<file path="src/rtl/fcs_pkg.sv">
// Package of constants and types for the flash command host controller
package fcs_pkg;
   localparam logic [7:0] CMD_READ_ARRAY = 8'hFF;
   localparam logic [7:0] CMD_IDENT = 8'h90;
   localparam logic [7:0] CMD_READ_STATUS = 8'h70;
   localparam logic [7:0] CMD_CLEAR_STATUS = 8'h50;
   localparam logic [7:0] CMD_ERASE_SETUP = 8'h20;
   localparam logic [7:0] CMD_CONFIRM = 8'hD0;
   localparam logic [7:0] CMD_SUSPEND = 8'hB0;
   localparam logic [7:0] CMD_PROGRAM_SETUP = 8'h40;
   localparam int STAT_READY = 7;
   localparam int STAT_SUSPENDED = 6;
   localparam int STAT_ERASE_ERR = 5;
   localparam int STAT_PROG_ERR = 4;
   localparam int STAT_SUPPLY_LOW = 3;
   localparam logic [7:0] STAT_USED_MASK = 8'hF8;
   localparam logic [16:0] IDENT_MAKER_ADDR = 17'h00000;
   localparam logic [16:0] IDENT_PART_ADDR = 17'h00001;
   // Strobe timing in 5 ns cycles
   localparam int CLK_PERIOD_NS = 5;
   localparam int T_SETUP_NS = 50;
   localparam int T_PULSE_NS = 50;
   localparam int T_HOLD_NS = 30;
   localparam logic [3:0] SETUP_CYC = 4'((T_SETUP_NS + CLK_PERIOD_NS - 1) / CLK_PERIOD_NS);
   localparam logic [3:0] PULSE_CYC = 4'((T_PULSE_NS + CLK_PERIOD_NS - 1) / CLK_PERIOD_NS);
   localparam logic [3:0] HOLD_CYC = 4'((T_HOLD_NS + CLK_PERIOD_NS - 1) / CLK_PERIOD_NS);
   localparam logic [16:0] ADDR_RESET = 17'h00000;
   localparam logic [7:0] DATA_RESET = 8'h00;

   typedef enum logic [3:0] {
      OP_READ_ARRAY, OP_IDENT, OP_READ_STATUS, OP_CLEAR_STATUS,
      OP_ERASE, OP_PROGRAM, OP_SUSPEND, OP_RESUME, OP_READ
   } fcs_op_t;

   typedef struct packed {
      fcs_op_t op;
      logic [16:0] addr;
      logic [7:0] data;
   } fcs_req_t;

   typedef struct packed {
      logic ce_b;
      logic oe_b;
      logic we_b;
      logic [16:0] addr;
      logic [7:0] dq_out;
      logic dq_oe;
   } fcs_pins_t;
endpackage

</file>
<file path="src/rtl/fcs_bus_cycle.sv">
// One strobe cycle on the flash byte bus, write or read
`timescale 1ns/1ps
`default_nettype none
module fcs_bus_cycle
   import fcs_pkg::*;
(
   input wire logic clk,
   input wire logic rst_b,
   input wire logic start,
   input wire logic is_write,
   input wire logic [16:0] addr,
   input wire logic [7:0] data,
   input wire logic [7:0] dq_in_sync,
   output fcs_pins_t pins,
   output logic done,
   output logic [7:0] rdata
);
   typedef enum logic [1:0] {S_IDLE, S_SETUP, S_PULSE, S_HOLD} fcs_cyc_t;
   fcs_cyc_t state, next_state;
   logic [3:0] cnt, next_cnt;
   fcs_pins_t next_pins;
   logic next_done;
   logic [7:0] next_rdata;
   logic wr, next_wr;

   always_comb begin
      next_state = state;
      next_cnt = cnt;
      next_pins = pins;
      next_done = 1'b0;
      next_rdata = rdata;
      next_wr = wr;
      case (state)
         S_IDLE: begin
            if (start) begin
               next_wr = is_write;
               next_pins.addr = addr;
               next_pins.dq_out = data;
               next_pins.dq_oe = is_write;
               next_pins.ce_b = 1'b0;
               next_cnt = SETUP_CYC;
               next_state = S_SETUP;
            end
         end
         S_SETUP: begin
            next_cnt = cnt - 4'h1;
            if (cnt == 4'h1) begin
               if (wr) begin
                  next_pins.we_b = 1'b0;
               end else begin
                  next_pins.oe_b = 1'b0;
               end
               next_cnt = PULSE_CYC;
               next_state = S_PULSE;
            end
         end
         S_PULSE: begin
            next_cnt = cnt - 4'h1;
            if (cnt == 4'h1) begin
               if (!wr) begin
                  next_rdata = dq_in_sync;
               end
               next_pins.we_b = 1'b1;
               next_pins.oe_b = 1'b1;
               next_cnt = HOLD_CYC;
               next_state = S_HOLD;
            end
         end
         default: begin
            next_cnt = cnt - 4'h1;
            if (cnt == 4'h1) begin
               // Select released every cycle so each status read is fresh
               next_pins.ce_b = 1'b1;
               next_pins.dq_oe = 1'b0;
               next_done = 1'b1;
               next_state = S_IDLE;
            end
         end
      endcase
   end

   always_ff @(posedge clk) begin
      if (!rst_b) begin
         state <= S_IDLE;
         cnt <= 4'h0;
         pins <= '{ce_b: 1'b1, oe_b: 1'b1, we_b: 1'b1, addr: ADDR_RESET, dq_out: DATA_RESET, dq_oe: 1'b0};
         done <= 1'b0;
         rdata <= DATA_RESET;
         wr <= 1'b0;
      end else begin
         state <= next_state;
         cnt <= next_cnt;
         pins <= next_pins;
         done <= next_done;
         rdata <= next_rdata;
         wr <= next_wr;
      end
   end
endmodule
`default_nettype wire

</file>
<file path="src/rtl/fcs_host.sv">
// Host controller issuing flash commands and reads over the byte bus
`timescale 1ns/1ps
`default_nettype none
module fcs_host
   import fcs_pkg::*;
(
   input wire logic CLK,
   input wire logic RST_B,
   input wire logic REQ_VALID,
   input wire fcs_pkg::fcs_req_t REQ,
   output logic REQ_READY,
   output logic RSP_VALID,
   output logic [7:0] RSP_DATA,
   output logic RSP_ERROR,
   output logic ENGINE_READY,
   output logic FLASH_CE_B,
   output logic FLASH_OE_B,
   output logic FLASH_WE_B,
   output logic [16:0] FLASH_ADDR,
   output logic [7:0] FLASH_DQ_OUT,
   output logic FLASH_DQ_OE,
   input wire logic [7:0] FLASH_DQ_IN
);
   typedef enum logic [2:0] {H_IDLE, H_FIRST, H_SECOND, H_DONE} fcs_host_t;
   fcs_host_t state, next_state;
   fcs_req_t cur, next_cur;
   logic [7:0] dq_meta, dq_sync;
   logic start, is_write;
   logic [16:0] cyc_addr;
   logic [7:0] cyc_data;
   fcs_pins_t pins;
   logic cyc_done;
   logic [7:0] cyc_rdata;
   logic next_rsp_valid, next_rsp_error, next_req_ready, next_ready;
   logic [7:0] next_rsp_data;
   logic busy_prog, next_busy_prog;

   // Pin input synchroniser
   always_ff @(posedge CLK) begin
      if (!RST_B) begin
         dq_meta <= DATA_RESET;
         dq_sync <= DATA_RESET;
      end else begin
         dq_meta <= FLASH_DQ_IN;
         dq_sync <= dq_meta;
      end
   end

   fcs_bus_cycle u_cyc (
      .clk(CLK),
      .rst_b(RST_B),
      .start(start),
      .is_write(is_write),
      .addr(cyc_addr),
      .data(cyc_data),
      .dq_in_sync(dq_sync),
      .pins(pins),
      .done(cyc_done),
      .rdata(cyc_rdata)
   );

   // First write of each command, second write for two-cycle ones
   always_comb begin
      start = 1'b0;
      is_write = 1'b1;
      cyc_addr = cur.addr;
      cyc_data = CMD_READ_ARRAY;
      next_state = state;
      next_cur = cur;
      next_rsp_valid = 1'b0;
      next_rsp_data = RSP_DATA;
      next_rsp_error = RSP_ERROR;
      next_req_ready = 1'b0;
      next_ready = ENGINE_READY;
      next_busy_prog = busy_prog;
      case (cur.op)
         OP_READ_ARRAY: cyc_data = CMD_READ_ARRAY;
         OP_IDENT: cyc_data = CMD_IDENT;
         OP_READ_STATUS: cyc_data = CMD_READ_STATUS;
         OP_CLEAR_STATUS: cyc_data = CMD_CLEAR_STATUS;
         OP_ERASE: cyc_data = CMD_ERASE_SETUP;
         OP_PROGRAM: cyc_data = CMD_PROGRAM_SETUP;
         OP_SUSPEND: cyc_data = CMD_SUSPEND;
         OP_RESUME: cyc_data = CMD_CONFIRM;
         default: is_write = 1'b0;
      endcase
      if (state == H_SECOND) begin
         // Same address both writes
         cyc_data = (cur.op == OP_ERASE) ? CMD_CONFIRM : cur.data;
      end
      case (state)
         H_IDLE: begin
            next_req_ready = 1'b1;
            if (REQ_VALID && REQ_READY) begin
               next_req_ready = 1'b0;
               next_cur = REQ;
               next_state = H_FIRST;
            end
         end
         H_FIRST: begin
            // Only status reads and reads while programming runs
            if (busy_prog && cur.op != OP_READ_STATUS && cur.op != OP_READ) begin
               next_rsp_error = 1'b1;
               next_state = H_DONE;
            end else begin
               start = 1'b1;
               next_state = H_SECOND;
               if (cur.op != OP_ERASE && cur.op != OP_PROGRAM) begin
                  next_state = H_DONE;
               end
               next_rsp_error = 1'b0;
            end
         end
         H_SECOND: begin
            if (cyc_done) begin
               start = 1'b1;
               next_busy_prog = (cur.op == OP_PROGRAM);
               next_ready = 1'b0;
               next_state = H_DONE;
            end
         end
         default: begin
            if (cyc_done || next_rsp_error && !start) begin
               if (cur.op == OP_READ) begin
                  // Only the ready bit is interpreted, reserved bits ignored
                  next_rsp_data = cyc_rdata;
                  next_ready = cyc_rdata[STAT_READY];
                  if (cyc_rdata[STAT_READY]) begin
                     next_busy_prog = 1'b0;
                  end
               end
               next_rsp_valid = 1'b1;
               next_req_ready = 1'b1;
               next_state = H_IDLE;
            end
         end
      endcase
   end

   always_ff @(posedge CLK) begin
      if (!RST_B) begin
         state <= H_IDLE;
         cur <= '{op: OP_READ, addr: ADDR_RESET, data: DATA_RESET};
         REQ_READY <= 1'b0;
         RSP_VALID <= 1'b0;
         RSP_DATA <= DATA_RESET;
         RSP_ERROR <= 1'b0;
         ENGINE_READY <= 1'b1;
         busy_prog <= 1'b0;
      end else begin
         state <= next_state;
         cur <= next_cur;
         REQ_READY <= next_req_ready;
         RSP_VALID <= next_rsp_valid;
         RSP_DATA <= next_rsp_data;
         RSP_ERROR <= next_rsp_error;
         ENGINE_READY <= next_ready;
         busy_prog <= next_busy_prog;
      end
   end

   // Pins straight from the cycle engine flops
   assign FLASH_CE_B = pins.ce_b;
   assign FLASH_OE_B = pins.oe_b;
   assign FLASH_WE_B = pins.we_b;
   assign FLASH_ADDR = pins.addr;
   assign FLASH_DQ_OUT = pins.dq_out;
   assign FLASH_DQ_OE = pins.dq_oe;
endmodule
`default_nettype wire

</file>
<file path="config.mk">
export PLATFORM = sky130hd
export DESIGN_NAME = fcs_host
export DESIGN_NICKNAME = d
export VERILOG_FILES = /design/src/rtl/fcs_pkg.sv /design/src/rtl/fcs_bus_cycle.sv /design/src/rtl/fcs_host.sv
export SDC_FILE = /design/constraint.sdc
export NUM_CORES = 1
export LEC_CHECK = 0
export ABC_CLOCK_PERIOD_IN_PS = 2350
export BUFFER_PORTS_ARGS = -buffer_cell sky130_fd_sc_hd__buf_2
export CORE_MARGIN = 5
export CORE_UTILIZATION = 54
export CTS_BUF_LIST = sky130_fd_sc_hd__clkbuf_4 sky130_fd_sc_hd__clkbuf_8 sky130_fd_sc_hd__clkbuf_16
export CTS_CLUSTER_SIZE = 24
export DETAILED_ROUTE_END_ITERATION = 16
export PLACE_DENSITY = 0.78
export RECOVER_POWER = 25
export SYNTH_ARGS = -nofsm -noshare
export SYNTH_HDL_FRONTEND = slang
export SYNTH_SLANG_ARGS = --single-unit
</file>
<file path="constraint.sdc">
create_clock -name CLK -period 2.35 [get_ports CLK]
set_clock_uncertainty 0.15 [all_clocks]
set_input_delay 0 -clock CLK [delete_from_list [all_inputs] [get_ports CLK]]
set_output_delay 0 -clock CLK [all_outputs]
set_load 0.05 [all_outputs]
</file>
==> results of run 1 <==
-- cell usage after synthesis, drive strengths merged, types with 4 or more instances --
| master | count |
|---|---|
| mux2i | 20 |
| dfxtp | 105 |
| clkbuf | 20 |
| a21oi | 60 |
| nand3 | 5 |
| nor3 | 9 |
| ha | 10 |
| inv | 10 |
| and2 | 17 |
| nor2 | 42 |
| nor2b | 4 |
| buf | 9 |
| nand2 | 113 |
| o21ai | 18 |
-- registers in the layout, summed over array words and instances, names as in the netlist, 4 cells and up --
name         flops
dq_sync          8
RSP_DATA         8
u_cyc.pins      29
cur             12
u_cyc.rdata      8
u_cyc.cnt        4
dq_meta          8
cyc_addr        17
-- what timing repair did --
action,in CTS,in global routing
hold endpoints to repair,59,0
gates resized for setup,0,1
setup endpoints to repair,0,1
hold buffers,43,0
-- routing by layer --
metal  routed length (µm)  share of wire (%)
met5                    0                  0
met4                  270                2.8
met3                  460                4.7
met2                 4940                 51
met1                 4068                 42
-- worst max-delay path, cell delays in order, from the launching register on --
cell and delay [ns]:
dfxtp_1 0.36, inv_1 0.10, ha_2 0.28, and3_1 0.22
buf_4 0.24, nand2_1 0.08, a21oi_1 0.13, dlygate4sd3_1 0.57
-- kinds of logic (layout without fill, tap and decap cells) --
| kind of cell | Yosys count | in the layout |
|---|---|---|
| AOI/OAI and AO/OA | 103 | 103 |
| xor gates and xnor gates | 1 | 1 |
| adders and majority gates | 10 | 10 |
| buffers and inverters | 39 | 160 |
| DFF | 105 | 105 |
| muxes | 21 | 21 |
| and+or+nand+nor | 204 | 204 |
-- cells in the final DEF (no fill, tap or decap), drive strengths merged, types with 4 or more instances in the layout --
cell | netlist | layout
a21oi | 60 | 60
nor2 | 42 | 42
and2 | 17 | 17
buf | 9 | 70
nor3 | 9 | 9
dfxtp | 105 | 105
nand2 | 113 | 113
mux2i | 20 | 20
nand3 | 5 | 5
nor2b | 4 | 4
clkbuf | 20 | 31
inv | 10 | 12
ha | 10 | 10
dlygate4sd3 | 0 | 43
o21ai | 18 | 18
-- report_power, final --
| part | internal (mW) | leakage, nW | total [mW] | switching (mW) |
|---|---|---|---|---|
| clock network | 0.427 | 0.0948 | 1.06 | 0.630 |
| registers | 1.96 | 0.853 | 2.10 | 0.140 |
| logic | 0.489 | 1.17 | 1.40 | 0.914 |
-- worst max-delay path by stage --
stage	end	slack, ns	depth (start not counted)
global placement	u_cyc.pins[8]	0.35	8
floorplan	u_cyc.pins[17]	0.38	9
detailed placement	u_cyc.pins[15]	0.22	8
CTS	cyc_addr[12]	0.15	7
finish	cyc_addr[14]	0.16	7
global route	cyc_addr[12]	0.07	7
-- metrics by stage --
stage          cells  power, mW
2_1_floorplan    483      3.140
3_5_place_dp     647      3.468
4_1_cts          706      4.573
5_1_grt          706      4.824
6_report         706      4.564
3_3_place_gp     647      3.416
-- layout make-up --
type                       count  area [µm²]  area share, %
sequential                   105        2102          40.09
multi-input combinational    339        1889          36.03
timing repair buffer         134       899.6          17.16
clock buffer                  10       137.6          2.625
tap                          102       127.6          2.434
clock inverter                 6       50.05         0.9544
inverter                      10       37.54         0.7158
==> results.toml, run 1 <==
[setup_path]
r2r_end = "cyc_addr[14]"
reg2regPathDepth = 7
crit_start = "state[0]"
path_max_fanout = 17
r2r_slack_ns = 0.16
crit_type = "flop to flop"
critPathRequiredTime_ns = 2.51
reg2reg_from = "state[0]"
setup.worst_path.start_class = "flop"
crit_arrival_ns = 2.35
endpoint_kind = "flop"

[synthesis]
synthArstFlopShare_pct = 0
synth-adder-area-share_pct = 3.001
synth_area_mm2 = 0.004169
ys_seq_elements = 105
ys_types = 50
synthXorXnorAreaFrac_pct = 0.2101
synth_top_area_share_pct = 50.42
synth_edf_count = 0
yosysTopAreaCell = "dfxtp_1"
yosys-top-cells-area = "dfxtp_1 (50%), nand2_1 (10%), a21oi_1 (7.2%)"
yosysSeqAreaShare_pct = 50.42
synthCells = 483
syn-num-nets = 533
synth_ff_type = "dfxtp_1"
synth_top_family_by_area = "simple AND/OR/NAND/NOR gates"
synth_compound_area_share_pct = 15.01
synth-simple-area-share_pct = 21.97
syn_area_per_cell_um2 = 8.631
synthMuxAreaShare_pct = 5.072
synth_warnings = 0

[global_routing]
grt_max_degree = 36
grt_util_met3_pct = 5.929
first_global_vias = 3592
globalRouteMet2Util_pct = 36.02
busiest_layer = "met2"
met1_usage_pct = 24.85
antenna_found_initial = 0
track_usage_pct = 21.07
grt_first_pass_wirelength_um = 16530
grt_overflow = 0

[detailed_routing]
via_per_inst = 5.170
ant_nets = 0
vias = 3650
post_drt_wl_per_cell_um = 13.79
drt_first_pass_iters = 4
drt_iter0_markers = 154
drc = 0
finalWirelength_um = 9739

[power_and_ir_drop]
leakage_nw = 2.114
vdd_drop_max_v = 0.0005975
power-per-cell-area_mw_per_mm2 = 870.4

[cts]
cts_buffers = 9
cts_num_sinks = 105
path_clk_slew_ns = 0.10
cts_setup_buffers = 0
clockBufferDepth = 2
cts_tree = "yes"
clock-root-buffer = "clkbuf_8"
clock_latency_ns = 0.37
cts_htree_levels = 3

[place]
placed_cell_area_mm2 = 0.004649
place.gp.congestion = 0.7818
place_worst_setup_slack_ns = 0.2160
dpl.hpwl_um = 6454
io_buffer_count = 80

[timing]
hold_viol_final = 0
layout_min_cycle_time_ns = 2.186
timing.fmax_mhz = 457.5
post-route-period-util_pct = 93.02
fin_tns_setup_ns = 0
max-slew-margin-rel_pct = 58.51
timing.final.ws_setup_ns = 0.1641
maxSlewViolCount = 0
setup_viol = 0
tightest_slew_ns = 0.6251
hold_ws_ns = 0.2272
rsz0062_at_grt = "false"

[die]
coreArea_mm2 = 0.007607
row_count = 32
dieArea_mm2 = 0.009578
io-pin-count = 81
die_x_um = 97.87
initial_core_util_pct = 54.80
die_y_um = 97.87

[cells_and_area]
fin_area_mm2 = 0.005244
final_core_util_pct = 68.93
num_antenna_cells = 0
fin_nets = 649
syn_to_final_growth_pct = 25.78
drive_gt1_share_pct = 17.05
fill_cells = 623

[min_path]
holdPathEnd = "dq_meta[6]"
min_path_cells = 3
min-delay-start = "FLASH_DQ_IN[6]"
hold_class = "input pin to flop"

[run_status]
status = "completed"

[flow_run]
maxCapViolations = 0
(Power assumes the default switching activity.)
==> inputs of run 2 (changes only) <==
- CORE_ASPECT_RATIO: unset -> 1.5
==> run 2 against run 1 <==
Against the previous run:
- design area is 2.2% higher
- global-route usage grew 0.12 points
- largest cell class unchanged
- non-clock buffer count shrank 4
- combinational power hardly changed
- power rose by 13%
- first-iteration DRC count grew 1.9%
- critical path depth stayed put
- setup slack better by 0.0089 ns
==> results.toml, run 2 (same netlist as run 1, synthesis figures left out) <==
[run_status]
status = "completed"

[setup_path]
slowest_stage = "dlygate4sd3_1"
setup.worst_path.start_class = "flop"
crit_type = "flop to flop"
r2r_end = "cur[28]"
crit_path_max_incr_delay_ns = 0.57
critPathTopFamily = "buffers and inverters"
endpoint_kind = "flop"
cp.depth = 7
critPathRequiredTime_ns = 2.43
reg2regPathDepth = 7
crit_arrival_ns = 2.26
path_cells = "inv_1 > ha_2 > and3_1 > buf_4 > nand2_1 > o211ai_1 > dlygate4sd3_1"
worst-path-buf-inv = 3
reg2reg_from = "state[0]"
r2r_slack_ns = 0.17
path_max_fanout = 30

[die]
coreArea_mm2 = 0.007564
dieArea_mm2 = 0.009613
die_x_um = 81.74
io-pin-count = 81
die_y_um = 117.6
row_count = 39
initial_core_util_pct = 55.12

[cells_and_area]
fin_area_mm2 = 0.005360
fin_nets = 645
top_register = "u_cyc.pins"
syn_to_final_growth_pct = 28.57
fill_cells = 570
largest_reg_flops = 29
final_common_cell = "nand2_1"
final_cell_mix = "nand2_1 (113), dfxtp_1 (105), a21oi_1 (60)"
num_antenna_cells = 0
post_layout_nonfiller_instances = 702
drive_gt1_share_pct = 17.00

[min_path]
holdPathEnd = "dq_meta[5]"
hold_class = "input pin to flop"
min_path_cells = 3
min-delay-start = "FLASH_DQ_IN[5]"

[cts]
clock-root-buffer = "clkbuf_16"
clock_latency_ns = 0.34
cts_tree = "yes"
cts_htree_levels = 3
cts_buffers = 9
clockBufferDepth = 2
cts_setup_buffers = 0
cts_num_sinks = 105
path_clk_slew_ns = 0.07

[flow_run]
maxCapViolations = 0

[global_routing]
grt_overflow = 0
grt_first_pass_wirelength_um = 16210
grt_max_degree = 46
antenna_found_initial = 0
first_global_vias = 3592
track_usage_pct = 21.19

[place]
dp.cells = 646
place.gp.congestion = 0.8137
io_buffer_count = 80
dpl.hpwl_um = 6305
placed_cell_area_mm2 = 0.004642

[timing]
fin_tns_setup_ns = 0
post-route-period-util_pct = 92.64
tightest_slew_ns = 0.6213
hold_viol_final = 0
rsz0062_at_grt = "false"
setup_viol = 0
maxSlewViolCount = 0
timing.fmax_mhz = 459.4
hold_ws_ns = 0.2560
max-slew-margin-rel_pct = 58.76
layout_min_cycle_time_ns = 2.177

[detailed_routing]
drt_iter0_markers = 157
ant_nets = 0
post_drt_wl_per_cell_um = 14.01
drt_first_pass_iters = 4
drc = 0
finalWirelength_um = 9833
vias = 3699
via_per_inst = 5.269

[power_and_ir_drop]
vdd_drop_max_v = 0.0007324
leakage_nw = 2.168
power-per-cell-area_mw_per_mm2 = 959.3
total_power_mw = 5.142
[run 2: cell types whose count changed in the layout (fill, tap and decap cells not counted), sizes merged]
cell / change
dlygate4sd3: -3
buf: -1
clkbuf: +1
clkinvlp: -1
clkinv: -2
bufinv: +2
[run 2: layer usage]
layer / track usage (%) / vias to the layer above / part of all wire, %
met4: 8.316 / 0 / 2.1
li1: - / 1832 / -
met3: 5.513 / 19 / 5.4
met5: 0 / - / 0
met2: 36.84 / 105 / 53
met1: 23.90 / 1743 / 39
[run 2: power by group]
part | total, mW | internal [mW] | switching (mW)
Clock | 1.65 | 0.997 | 0.650
Combinational | 1.39 | 0.478 | 0.909
Sequential | 2.11 | 1.97 | 0.142
Total | 5.14 | 3.44 | 1.70
[run 2: metrics by stage]
step | utilization (%) | setup WS, ns
2_1_floorplan | - | 0.3794
3_3_place_gp | 61.37 | 0.3199
3_5_place_dp | 61.37 | 0.1985
4_1_cts | 71.10 | 0.09727
5_1_grt | 70.87 | 0.08488
6_report | 70.87 | 0.1731
[run 2: cell type report]
type                       instances  area (µm²)  share of cell area, %
inverter                          10       37.54                 0.7003
clock buffer                      11       252.7                  4.715
timing repair buffer             130       862.1                  16.08
sequential                       105        2102                  39.22
multi-input combinational        339        1896                  35.36
clock inverter                     5       82.58                  1.541
tap                              102       127.6                  2.381
[run 2: worst max path at each step]
stage | from | end
2_1_floorplan | state[0] | u_cyc.pins[17]
3_3_place_gp | state[0] | u_cyc.pins[22]
3_5_place_dp | state[0] | u_cyc.pins[20]
4_1_cts | state[0] | cur[28]
5_1_grt | state[0] | cur[28]
6_report | state[0] | cur[28]
[run 2: what timing repair did]
| action | CTS | global route |
|---|---|---|
| hold endpoints to repair | 41 | 0 |
| resized for setup | 0 | 2 |
| endpoints found under the setup margin | 0 | 2 |
| hold buffers | 40 | 0 |
[run 2: worst min-delay path: stages]
cell           delay, ns
dlygate4sd3_1       0.52
buf_2               0.10
and2_1              0.10
